[src/rtl/frd_pkg.sv]
// Package with the constants, field tables and carrier types of the flame relay decision block.
package frd_pkg;

  localparam int READ_W = 10;
  localparam int CNT_W  = 14;
  localparam int NFILE  = 8;
  localparam int NFLD   = 11;

  // Seconds and the derived cycle count at 125 MHz.
  localparam int CLK_HZ        = 125_000_000;
  localparam int ONE_SEC_S     = 1;
  localparam int TICKS_PER_SEC = ONE_SEC_S * CLK_HZ;

  localparam logic [CNT_W-1:0] SAT_COUNT = 14'h270f;
  localparam logic [CNT_W-1:0] MAX_RANGE = 14'h270e;

  // Register numbers as seen on the serial side.
  localparam logic [15:0] REG_FLAMECOUNT  = 16'h9c41;
  localparam logic [15:0] REG_ON_SET      = 16'h9c43;
  localparam logic [15:0] REG_OFF_SET     = 16'h9c45;
  localparam logic [15:0] REG_MA_GAIN     = 16'h9c47;
  localparam logic [15:0] REG_IR_GAIN     = 16'h9c49;
  localparam logic [15:0] REG_IR_FILT     = 16'h9c4b;
  localparam logic [15:0] REG_UVT_GAIN    = 16'h9c4c;
  localparam logic [15:0] REG_SS_FILT     = 16'h9c4f;
  localparam logic [15:0] REG_SS_GAIN     = 16'h9c50;
  localparam logic [15:0] REG_ON_DELAY    = 16'h9c55;
  localparam logic [15:0] REG_FLAME_FAILURE_RESPONSE_TIME        = 16'h9c56;
  localparam logic [15:0] REG_PANEL_TO    = 16'h9c59;
  localparam logic [15:0] REG_ACTIVE_FILE = 16'h9c9d;
  localparam logic [15:0] REG_UVT_COUNT   = 16'h9c9f;
  localparam logic [15:0] REG_IR_COUNT    = 16'h9ca0;
  localparam logic [15:0] REG_SS_COUNT    = 16'h9ca1;
  localparam logic [15:0] REG_FILE_BASE   = 16'h9ca4;
  localparam logic [15:0] REG_FILE_LAST   = 16'h9cf3;
  localparam logic [15:0] FILE_STRIDE     = 16'h000a;
  localparam logic [15:0] ACTIVE_FILE_RST = 16'h0000;

  // Field index inside one parameter file.
  localparam logic [3:0] F_ON = 4'h0, F_OFF = 4'h1, F_FLAME_FAILURE_RESPONSE_TIME = 4'h2, F_DLY = 4'h3;
  localparam logic [3:0] F_UVT_G = 4'h4, F_SS_G = 4'h5, F_SS_F = 4'h6, F_IR_F = 4'h7;
  localparam logic [3:0] F_IR_G = 4'h8, F_MA_G = 4'h9, F_PTO = 4'ha;

  localparam logic [15:0] FLD_DEF [NFLD] = '{16'h00c8, 16'h0064, 16'h0001, 16'h0003,
      16'h0032, 16'h0000, 16'h0003, 16'h0003, 16'h0019, 16'h001e, 16'h000a};
  localparam logic [15:0] FLD_MIN [NFLD] = '{16'h0033, 16'h0032, 16'h0001, 16'h0000,
      16'h0000, 16'h0000, 16'h0000, 16'h0000, 16'h0000, 16'h0000, 16'h0000};
  localparam logic [15:0] FLD_MAX [NFLD] = '{16'h0d61, 16'h0d60, 16'h0003, 16'h0003,
      16'h0063, 16'h0063, 16'h0009, 16'h0009, 16'h0063, 16'h0063, 16'h270f};

  // High-pass cutoff in Hz for flicker settings 0 to 9.
  localparam logic [8:0] CUTOFF_HZ [10] = '{9'h009, 9'h010, 9'h018, 9'h021, 9'h034,
      9'h04b, 9'h064, 9'h09b, 9'h0d7, 9'h12c};

  typedef struct packed {
    logic              wr;
    logic              rd;
    logic [15:0]       addr;
    logic [15:0]       wdata;
  } frd_req_t;

  typedef struct packed {
    logic [READ_W-1:0] uvt;
    logic [READ_W-1:0] solid_state_ultraviolet;
    logic [READ_W-1:0] ir;
  } frd_sens_t;

endpackage

[src/rtl/frd_flame_relay.sv]
// Flame count, relay decision, parameter files and serial register access.
`timescale 1ns/10ps

module frd_flame_relay #(
  parameter int TICKS_PER_SEC = frd_pkg::TICKS_PER_SEC
) (
  input  wire logic                   clk,
  input  wire logic                   rst_n,
  input  wire frd_pkg::frd_sens_t     sens,
  input  wire logic [2:0]             sens_present,
  input  wire logic                   selfcheck_fault,
  input  wire logic                   lockout_clear,
  input  wire logic                   file_sel_in,
  output logic                        file_sel_out,
  input  wire frd_pkg::frd_req_t      req,
  output logic                        rsp_ack,
  output logic                        rsp_err,
  output logic [15:0]                 rsp_rdata,
  output logic                        flame_relay,
  output logic                        selfcheck_relay,
  output logic [frd_pkg::CNT_W-1:0]   flame_count,
  output logic [20:0]                 current_level,
  output logic [8:0]                  solid_uv_cutoff_hz,
  output logic [8:0]                  infrared_cutoff_hz,
  output logic [2:0]                  file_in_use
);

  typedef enum logic [4:0] {
    FRD_OFF      = 5'b00001,
    FRD_PEND_ON  = 5'b00010,
    FRD_ON       = 5'b00100,
    FRD_PEND_OFF = 5'b01000,
    FRD_LOCK     = 5'b10000
  } frd_state_t;

  frd_state_t         state;
  logic [15:0]        pmem [frd_pkg::NFILE][frd_pkg::NFLD];
  logic [15:0]        active_low_input_file;
  logic [16:0]        scaled [3];
  logic [18:0]        raw_sum;
  logic [frd_pkg::CNT_W-1:0] uvt_count, ss_count, ir_count;
  logic               above_on, below_off, tmr_done, tmr_run;
  logic [31:0]        tmr_cyc;
  logic [1:0]         tmr_sec, tmr_goal;
  logic [2:0]         acc_file;
  logic [3:0]         acc_fld;
  logic               acc_hit, wr_ok;
  logic [15:0]        idx;

  // In-use file selection.
  // selection mux
  always_comb begin
    file_in_use = file_sel_in ? 3'h1 : active_low_input_file[2:0];
  end

  // Register request decode: global shortcuts act on the file in use.
  always_comb begin
    idx = req.addr - frd_pkg::REG_FILE_BASE;
    acc_hit = 1'b1;
    acc_file = file_in_use;
    acc_fld = frd_pkg::F_ON;
    case (req.addr)
      frd_pkg::REG_ON_SET:   acc_fld = frd_pkg::F_ON;
      frd_pkg::REG_OFF_SET:  acc_fld = frd_pkg::F_OFF;
      frd_pkg::REG_MA_GAIN:  acc_fld = frd_pkg::F_MA_G;
      frd_pkg::REG_IR_GAIN:  acc_fld = frd_pkg::F_IR_G;
      frd_pkg::REG_IR_FILT:  acc_fld = frd_pkg::F_IR_F;
      frd_pkg::REG_UVT_GAIN: acc_fld = frd_pkg::F_UVT_G;
      frd_pkg::REG_SS_FILT:  acc_fld = frd_pkg::F_SS_F;
      frd_pkg::REG_SS_GAIN:  acc_fld = frd_pkg::F_SS_G;
      frd_pkg::REG_ON_DELAY: acc_fld = frd_pkg::F_DLY;
      frd_pkg::REG_FLAME_FAILURE_RESPONSE_TIME:     acc_fld = frd_pkg::F_FLAME_FAILURE_RESPONSE_TIME;
      frd_pkg::REG_PANEL_TO: acc_fld = frd_pkg::F_PTO;
      default: begin
        if (req.addr >= frd_pkg::REG_FILE_BASE && req.addr <= frd_pkg::REG_FILE_LAST) begin
          acc_file = 3'(idx / frd_pkg::FILE_STRIDE);
          acc_fld = 4'(idx % frd_pkg::FILE_STRIDE);
        end else begin
          acc_hit = 1'b0;
        end
      end
    endcase
  end

  // Range checks, and the on/off pair must keep at least one count apart.
  // threshold limits
  always_comb begin
    wr_ok = req.wdata >= frd_pkg::FLD_MIN[acc_fld] && req.wdata <= frd_pkg::FLD_MAX[acc_fld];
    if (acc_fld == frd_pkg::F_ON) begin
      wr_ok = wr_ok && req.wdata > pmem[acc_file][frd_pkg::F_OFF];
    end else if (acc_fld == frd_pkg::F_OFF) begin
      wr_ok = wr_ok && req.wdata < pmem[acc_file][frd_pkg::F_ON];
    end
  end

  always_ff @(posedge clk or negedge rst_n) begin
    if (!rst_n) begin
      for (int f = 0; f < frd_pkg::NFILE; f++) begin
        for (int k = 0; k < frd_pkg::NFLD; k++) begin
          pmem[f][k] <= frd_pkg::FLD_DEF[k];
        end
      end
    end else if (req.wr && acc_hit && wr_ok) begin
      pmem[acc_file][acc_fld] <= req.wdata;
    end
  end

  always_ff @(posedge clk or negedge rst_n) begin
    if (!rst_n) begin
      active_low_input_file <= frd_pkg::ACTIVE_FILE_RST;
    end else if (req.wr && req.addr == frd_pkg::REG_ACTIVE_FILE && req.wdata < 16'h0008) begin
      active_low_input_file <= req.wdata;
    end
  end

  // Answer one cycle after the request; bad address or value gives an error pulse.
  always_ff @(posedge clk or negedge rst_n) begin
    if (!rst_n) begin
      rsp_ack <= 1'b0;
      rsp_err <= 1'b0;
      rsp_rdata <= 16'h0000;
    end else begin
      rsp_ack <= 1'b0;
      rsp_err <= 1'b0;
      if (req.rd) begin
        rsp_ack <= 1'b1;
        case (req.addr)
          frd_pkg::REG_FLAMECOUNT:  rsp_rdata <= 16'(flame_count);
          frd_pkg::REG_ACTIVE_FILE: rsp_rdata <= active_low_input_file;
          frd_pkg::REG_UVT_COUNT:   rsp_rdata <= 16'(uvt_count);
          frd_pkg::REG_SS_COUNT:    rsp_rdata <= 16'(ss_count);
          frd_pkg::REG_IR_COUNT:    rsp_rdata <= 16'(ir_count);
          default: begin
            rsp_rdata <= acc_hit ? pmem[acc_file][acc_fld] : 16'h0000;
            rsp_err <= !acc_hit;
          end
        endcase
      end else if (req.wr) begin
        rsp_ack <= 1'b1;
        if (req.addr == frd_pkg::REG_ACTIVE_FILE) begin
          rsp_err <= req.wdata >= 16'h0008;
        end else begin
          rsp_err <= !(acc_hit && wr_ok);
        end
      end
    end
  end

  // A sensor with gain zero or not fitted contributes nothing.
  // scaled readings
  always_comb begin
    scaled[0] = sens_present[0] ? sens.uvt * pmem[file_in_use][frd_pkg::F_UVT_G][6:0] : '0;
    scaled[1] = sens_present[1] ? sens.solid_state_ultraviolet * pmem[file_in_use][frd_pkg::F_SS_G][6:0] : '0;
    scaled[2] = sens_present[2] ? sens.ir * pmem[file_in_use][frd_pkg::F_IR_G][6:0] : '0;
    raw_sum = 19'(scaled[0]) + 19'(scaled[1]) + 19'(scaled[2]);
  end

  // The decision runs on the saturated count so 9999 always reads as flame.
  // saturation
  always_ff @(posedge clk or negedge rst_n) begin
    if (!rst_n) begin
      flame_count <= '0;
      uvt_count <= '0;
      ss_count <= '0;
      ir_count <= '0;
    end else begin
      flame_count <= raw_sum > 19'(frd_pkg::MAX_RANGE) ? frd_pkg::SAT_COUNT : 14'(raw_sum);
      uvt_count <= scaled[0] > 17'(frd_pkg::MAX_RANGE) ? frd_pkg::SAT_COUNT : 14'(scaled[0]);
      ss_count <= scaled[1] > 17'(frd_pkg::MAX_RANGE) ? frd_pkg::SAT_COUNT : 14'(scaled[1]);
      ir_count <= scaled[2] > 17'(frd_pkg::MAX_RANGE) ? frd_pkg::SAT_COUNT : 14'(scaled[2]);
    end
  end

  always_ff @(posedge clk or negedge rst_n) begin
    if (!rst_n) begin
      current_level <= '0;
      solid_uv_cutoff_hz <= frd_pkg::CUTOFF_HZ[3];
      infrared_cutoff_hz <= frd_pkg::CUTOFF_HZ[3];
    end else begin
      current_level <= flame_count * pmem[file_in_use][frd_pkg::F_MA_G][6:0];
      solid_uv_cutoff_hz <= frd_pkg::CUTOFF_HZ[pmem[file_in_use][frd_pkg::F_SS_F][3:0]];
      infrared_cutoff_hz <= frd_pkg::CUTOFF_HZ[pmem[file_in_use][frd_pkg::F_IR_F][3:0]];
    end
  end

  assign above_on = 16'(flame_count) > pmem[file_in_use][frd_pkg::F_ON];
  assign below_off = 16'(flame_count) < pmem[file_in_use][frd_pkg::F_OFF];
  assign tmr_goal = state == FRD_PEND_ON ? pmem[file_in_use][frd_pkg::F_DLY][1:0]
                                         : pmem[file_in_use][frd_pkg::F_FLAME_FAILURE_RESPONSE_TIME][1:0];
  assign tmr_done = tmr_sec == tmr_goal;
  assign tmr_run = (state == FRD_PEND_ON && above_on) || (state == FRD_PEND_OFF && below_off);

  // Seconds timer, cleared whenever a pending phase is not running.
  always_ff @(posedge clk or negedge rst_n) begin
    if (!rst_n) begin
      tmr_cyc <= '0;
      tmr_sec <= '0;
    end else if (!tmr_run) begin
      tmr_cyc <= '0;
      tmr_sec <= '0;
    end else if (!tmr_done) begin
      if (tmr_cyc == 32'(TICKS_PER_SEC - 1)) begin
        tmr_cyc <= '0;
        tmr_sec <= tmr_sec + 2'h1;
      end else begin
        tmr_cyc <= tmr_cyc + 32'h1;
      end
    end
  end

  always_ff @(posedge clk or negedge rst_n) begin
    if (!rst_n) begin
      state <= FRD_OFF;
    end else if (selfcheck_fault) begin
      state <= FRD_LOCK;
    end else begin
      case (state)
        FRD_OFF:      state <= above_on ? FRD_PEND_ON : FRD_OFF;
        FRD_PEND_ON:  state <= !above_on ? FRD_OFF : (tmr_done ? FRD_ON : FRD_PEND_ON);
        FRD_ON:       state <= below_off ? FRD_PEND_OFF : FRD_ON;
        FRD_PEND_OFF: state <= !below_off ? FRD_ON : (tmr_done ? FRD_OFF : FRD_PEND_OFF);
        FRD_LOCK:     state <= lockout_clear ? FRD_OFF : FRD_LOCK;
        default:      state <= FRD_LOCK;
      endcase
    end
  end

  always_ff @(posedge clk or negedge rst_n) begin
    if (!rst_n) begin
      flame_relay <= 1'b0;
      selfcheck_relay <= 1'b0;
      file_sel_out <= 1'b0;
    end else begin
      // relay and feedback outputs
      // The relay follows the next state, so it opens on the edge that the state leaves.
      flame_relay <= !selfcheck_fault && (state == FRD_ON ||
                     (state == FRD_PEND_OFF && !(below_off && tmr_done)) ||
                     (state == FRD_PEND_ON && above_on && tmr_done));
      selfcheck_relay <= !selfcheck_fault && state != FRD_LOCK;
      file_sel_out <= file_sel_in;
    end
  end
endmodule

[config.mk]
export PLATFORM = sky130hd
export DESIGN_NAME = frd_flame_relay
export DESIGN_NICKNAME = d
export VERILOG_FILES = /design/src/rtl/frd_pkg.sv /design/src/rtl/frd_flame_relay.sv
export SDC_FILE = /design/constraint.sdc
export NUM_CORES = 2
export LEC_CHECK = 0
export ABC_AREA = 0
export BUFFER_PORTS_ARGS = -buffer_cell sky130_fd_sc_hd__buf_2
export CORE_MARGIN = 4
export CORE_UTILIZATION = 30
export DETAILED_ROUTE_END_ITERATION = 10
export GPL_TIMING_DRIVEN = 0
export HOLD_SLACK_MARGIN = 0.05
export PLACE_DENSITY = 0.46
export SLEW_MARGIN = 10
export SYNTH_ARGS = -nofsm -noshare
export SYNTH_HDL_FRONTEND = slang
export SYNTH_SLANG_ARGS = --single-unit
[constraint.sdc]
create_clock -name clk -period 11.8 [get_ports clk]
set_clock_uncertainty 0.1 [all_clocks]
set_input_delay 0.59 -clock clk [delete_from_list [all_inputs] [get_ports clk]]
set_output_delay 0.59 -clock clk [all_outputs]
set_load 0.05 [all_outputs]
==> results.sh <==
export IMPL_outcome="finished, violations left"
export IMPL_violations="capacitance limit, slew limit"
export IMPL_drc=0
export IMPL_cts_sinks=1579
export IMPL_die_area_um2=305000
export IMPL_clockRootBuffer="clkbuf_16"
export IMPL_synth_seq_cells=1579
export IMPL_drt_pass1_iterations=7
export IMPL_slowest_stage="xor2_1"
export IMPL_ys_warn_count=0
export IMPL_clk_latency_ns=0.96
export IMPL_end_kind="flip-flop"
export IMPL_vias=79423
export IMPL_start_util_pct=30.2
export IMPL_grt_overflow_total=0
export IMPL_place_congestion=1.03
export IMPL_dp_cells=12094
export IMPL_core_area_um2=295000
export IMPL_yosysSeqAreaShare_pct=44.7
export IMPL_fin_crit_sh_pct=99.2
export IMPL_cts_tree="yes"
export IMPL_drtIter0Drc=12205
export IMPL_finalCriticalPeriod_ns=11.71
export IMPL_port_buffers=138
export IMPL_cp_start_kind="primary input"
export IMPL_syn_area_per_cell_um2=11.2
export IMPL_clkTransAtPathRegs_ns=0.06
export IMPL_fillers=28993
export IMPL_track_usage_pct=34.3
export IMPL_peakVddDrop_mv=0.117
export IMPL_regArea_um2=39800
export IMPL_syn_area_um2=89000
export IMPL_setup_worst_path_class="in -> reg"
export IMPL_power_density_nw_per_um2=120
export IMPL_multi_input_area_um2=46900
export IMPL_leakagePower_uw=0.0510
export IMPL_min_from="sens[10]"
export IMPL_vias_per_cell=6.27
export IMPL_worst_slew_pin_slew_ns=1.54
export IMPL_cpMostUsedCell="buf_12"
export IMPL_numCtsBuffers=192
export IMPL_fp_dieH_um=553
export IMPL_max_freq_mhz=85.4
export IMPL_cts_buffer_depth=4
export IMPL_crit_fanout=10
export IMPL_cts_max_level=4
export IMPL_worst_path_largest_cell_delay_ns=0.69
export IMPL_r2r_cells=34
export IMPL_timing_rr_end="flame_count[7]$_DFF_PN0_"
export IMPL_setup_viol_count_final=0
export IMPL_die_w_um=553
export IMPL_grt_max_degree=151
export IMPL_holdWs_ns=0.175
export IMPL_drv_slew=18
export IMPL_crit_required_ns=12.50
export IMPL_cp_startpoint="req[27]"
export IMPL_dp_hpwl_um=391000
export IMPL_slew_headroom_pct=-2.86
export IMPL_grt_antenna_before_repair=128
export IMPL_wl_um=541000
export IMPL_synth_nets=8428
export IMPL_grt_pass1_wl_um=710000
export IMPL_fin_nets=9011
export IMPL_layout_cells_non_filler=12665
export IMPL_regToRegSetupSlack_ns=0.39
export IMPL_grt_pass1_vias=74928
export IMPL_syn_to_final_growth_pct=20.9
export IMPL_ys_types=106
export IMPL_arrival_ns=12.41
export IMPL_crit_path_end="pmem[1175]$_DFFE_PN0P_"
export IMPL_rows=199
export IMPL_ios=149
export IMPL_hold_class="in -> reg"
export IMPL_finalHoldViolations=0
export IMPL_synth_async_reset_ratio_pct=100
export IMPL_ant_nets=0
export IMPL_avgRoutedWirePerCell_um=42.7
export IMPL_synth_edff_count=0
export IMPL_reg2reg_from="active_low_input_file[1]$_DFFE_PN0P_"
export IMPL_yosys_most_used_dff="dfrtp_1"
export IMPL_drv_cap=3
export IMPL_syn_inst=7914
export IMPL_drive_gt1_share_pct=33.1
## state kept, by name, summed over array words and instances, names as in the netlist, 14 cells and up
| name | cells |
|---|---|
| flame_count | 14 |
| current_level | 21 |
| ir_count | 14 |
| ss_count | 14 |
| rsp_rdata | 16 |
| pmem | 1408 |
| active_low_input_file | 16 |
| uvt_count | 14 |
| tmr_cyc | 32 |
## how the worst min path moves through the flow
stage,slack (ns),depth (start not counted),end
floorplan,0.19,0,active_low_input_file[0]$_DFFE_PN0P_
global placement,0.36,1,pmem[111]$_DFFE_PN0P_
detailed placement,0.37,1,active_low_input_file[11]$_DFFE_PN0P_
CTS,0.15,4,ss_count[0]$_DFF_PN0_
global route,0.21,4,ss_count[0]$_DFF_PN0_
finish,0.18,4,ss_count[0]$_DFF_PN0_
## synthesized netlist by cell type (all sizes together), types with 27 or more instances
master | count | area share (%)
nor2 | 325 | 1.5
nor2b | 178 | 1.3
nor3 | 195 | 1.5
o21ai | 190 | 1.1
a31oi | 59 | 0.43
and2 | 174 | 1.2
a21oi | 173 | 0.97
nor4 | 46 | 0.32
buf | 196 | 1.1
o21bai | 51 | 0.43
fa | 194 | 4.4
nand4 | 58 | 0.43
dfstp | 205 | 6.1
a32oi | 33 | 0.32
inv | 299 | 1.3
mux4 | 130 | 3.3
mux2i | 129 | 1.5
a211oi | 27 | 0.24
or3 | 33 | 0.23
nand2b | 38 | 0.27
and3 | 29 | 0.20
xor2 | 42 | 0.41
o221ai | 57 | 0.56
xnor2 | 73 | 0.72
mux2 | 1249 | 16
clkbuf | 387 | 1.6
dfrtp | 1374 | 39
nand3 | 149 | 0.85
nand2 | 789 | 3.4
o22ai | 356 | 2.5
a21o | 48 | 0.40
o211ai | 39 | 0.33
ha | 248 | 3.5
## logic make-up after synthesis
| group | synth area share, % |
|---|---|
| flops | 44.7 |
| mux | 20.5 |
| compound gates | 10.2 |
| fa+ha+maj | 7.85 |
| buf+inv | 4.03 |
| simple gates | 11.6 |
| xor+xnor | 1.13 |
## cells in the final DEF (no fill, tap or decap), drive strengths merged, types with 29 or more instances in the layout
| master | instances |
|---|---|
| dfrtp | 1374 |
| mux2 | 1249 |
| nand2 | 789 |
| clkbuf | 650 |
| buf | 599 |
| o22ai | 356 |
| nor2 | 325 |
| inv | 306 |
| ha | 248 |
| dfstp | 205 |
| nor3 | 195 |
| fa | 194 |
| o21ai | 190 |
| nor2b | 178 |
| and2 | 174 |
| a21oi | 173 |
| nand3 | 149 |
| mux4 | 130 |
| mux2i | 129 |
| diode | 100 |
| xnor2 | 73 |
| a31oi | 59 |
| nand4 | 58 |
| o221ai | 57 |
| o21bai | 51 |
| a21o | 48 |
| nor4 | 46 |
| xor2 | 42 |
| o211ai | 39 |
| nand2b | 38 |
| clkinv | 35 |
| or3 | 33 |
| a32oi | 33 |
| and3 | 29 |
## repair_timing
| action | in CTS | in global routing |
|---|---|---|
| pin swaps | 64 | 27 |
| setup endpoints to repair | 1444 | 1423 |
| gates resized for setup | 408 | 152 |
| cloned | 0 | 0 |
| hold buffers | 7 | 0 |
| buffers inserted | 109 | 28 |
| hold endpoints to repair | 164 | 0 |
## area by class of cell
type | instances | area share [%]
well taps | 3919 | 4.56
diodes | 100 | 0.232
flip-flops and latches | 1579 | 36.9
clock inverters | 58 | 0.573
repair buffers | 405 | 4.48
plain buffers | 567 | 3.31
clock buffers | 285 | 5.25
inverters | 300 | 1.05
multi-input cells | 5452 | 43.6
## worst max-delay path, delay by kind of cell
family                     cells  cell delay, ns
buffers and inverters         14            4.38
and+or+nand+nor               12            3.03
AOI/OAI and AO/OA             13            2.94
xor gates and xnor gates       1            0.69
muxes                          1            0.38
adders and majority gates      1            0.19
## metal layers
layer | wire length, µm | global-route usage [%] | vias to the layer above
li1 | - | - | 29842
met1 | 203000 | 42.2 | 41124
met2 | 218000 | 47.8 | 6382
met3 | 66900 | 13.1 | 2043
met4 | 51800 | 26.7 | 32
met5 | 316 | 0 | -
## through the flow
stage	TNS [ns]	utilization [%]	power [µW]	cell area [µm²]	worst slack, ns
finish	0	36.5	12900	108000	0.0900
global route	-0.396	36.5	13200	107000	-0.0461
CTS	-2.57	36.2	12800	107000	-0.0786
detailed placement	-6608.30	33.2	6680	97700	-5.37
global placement	-	32.1	6640	94600	-26.73
floorplan	0	-	6030	89000	1.12
## where the power goes
part	switching (µW)	total (µW)	leakage [µW]	internal, µW
combinational	1010	1360	0.0267	345
sequential	7.94	5430	0.0213	5420
clock	2630	6150	0.00308	3520
total	3650	12900	0.0510	9290
Note: power is estimated with default switching activity, not from simulation.
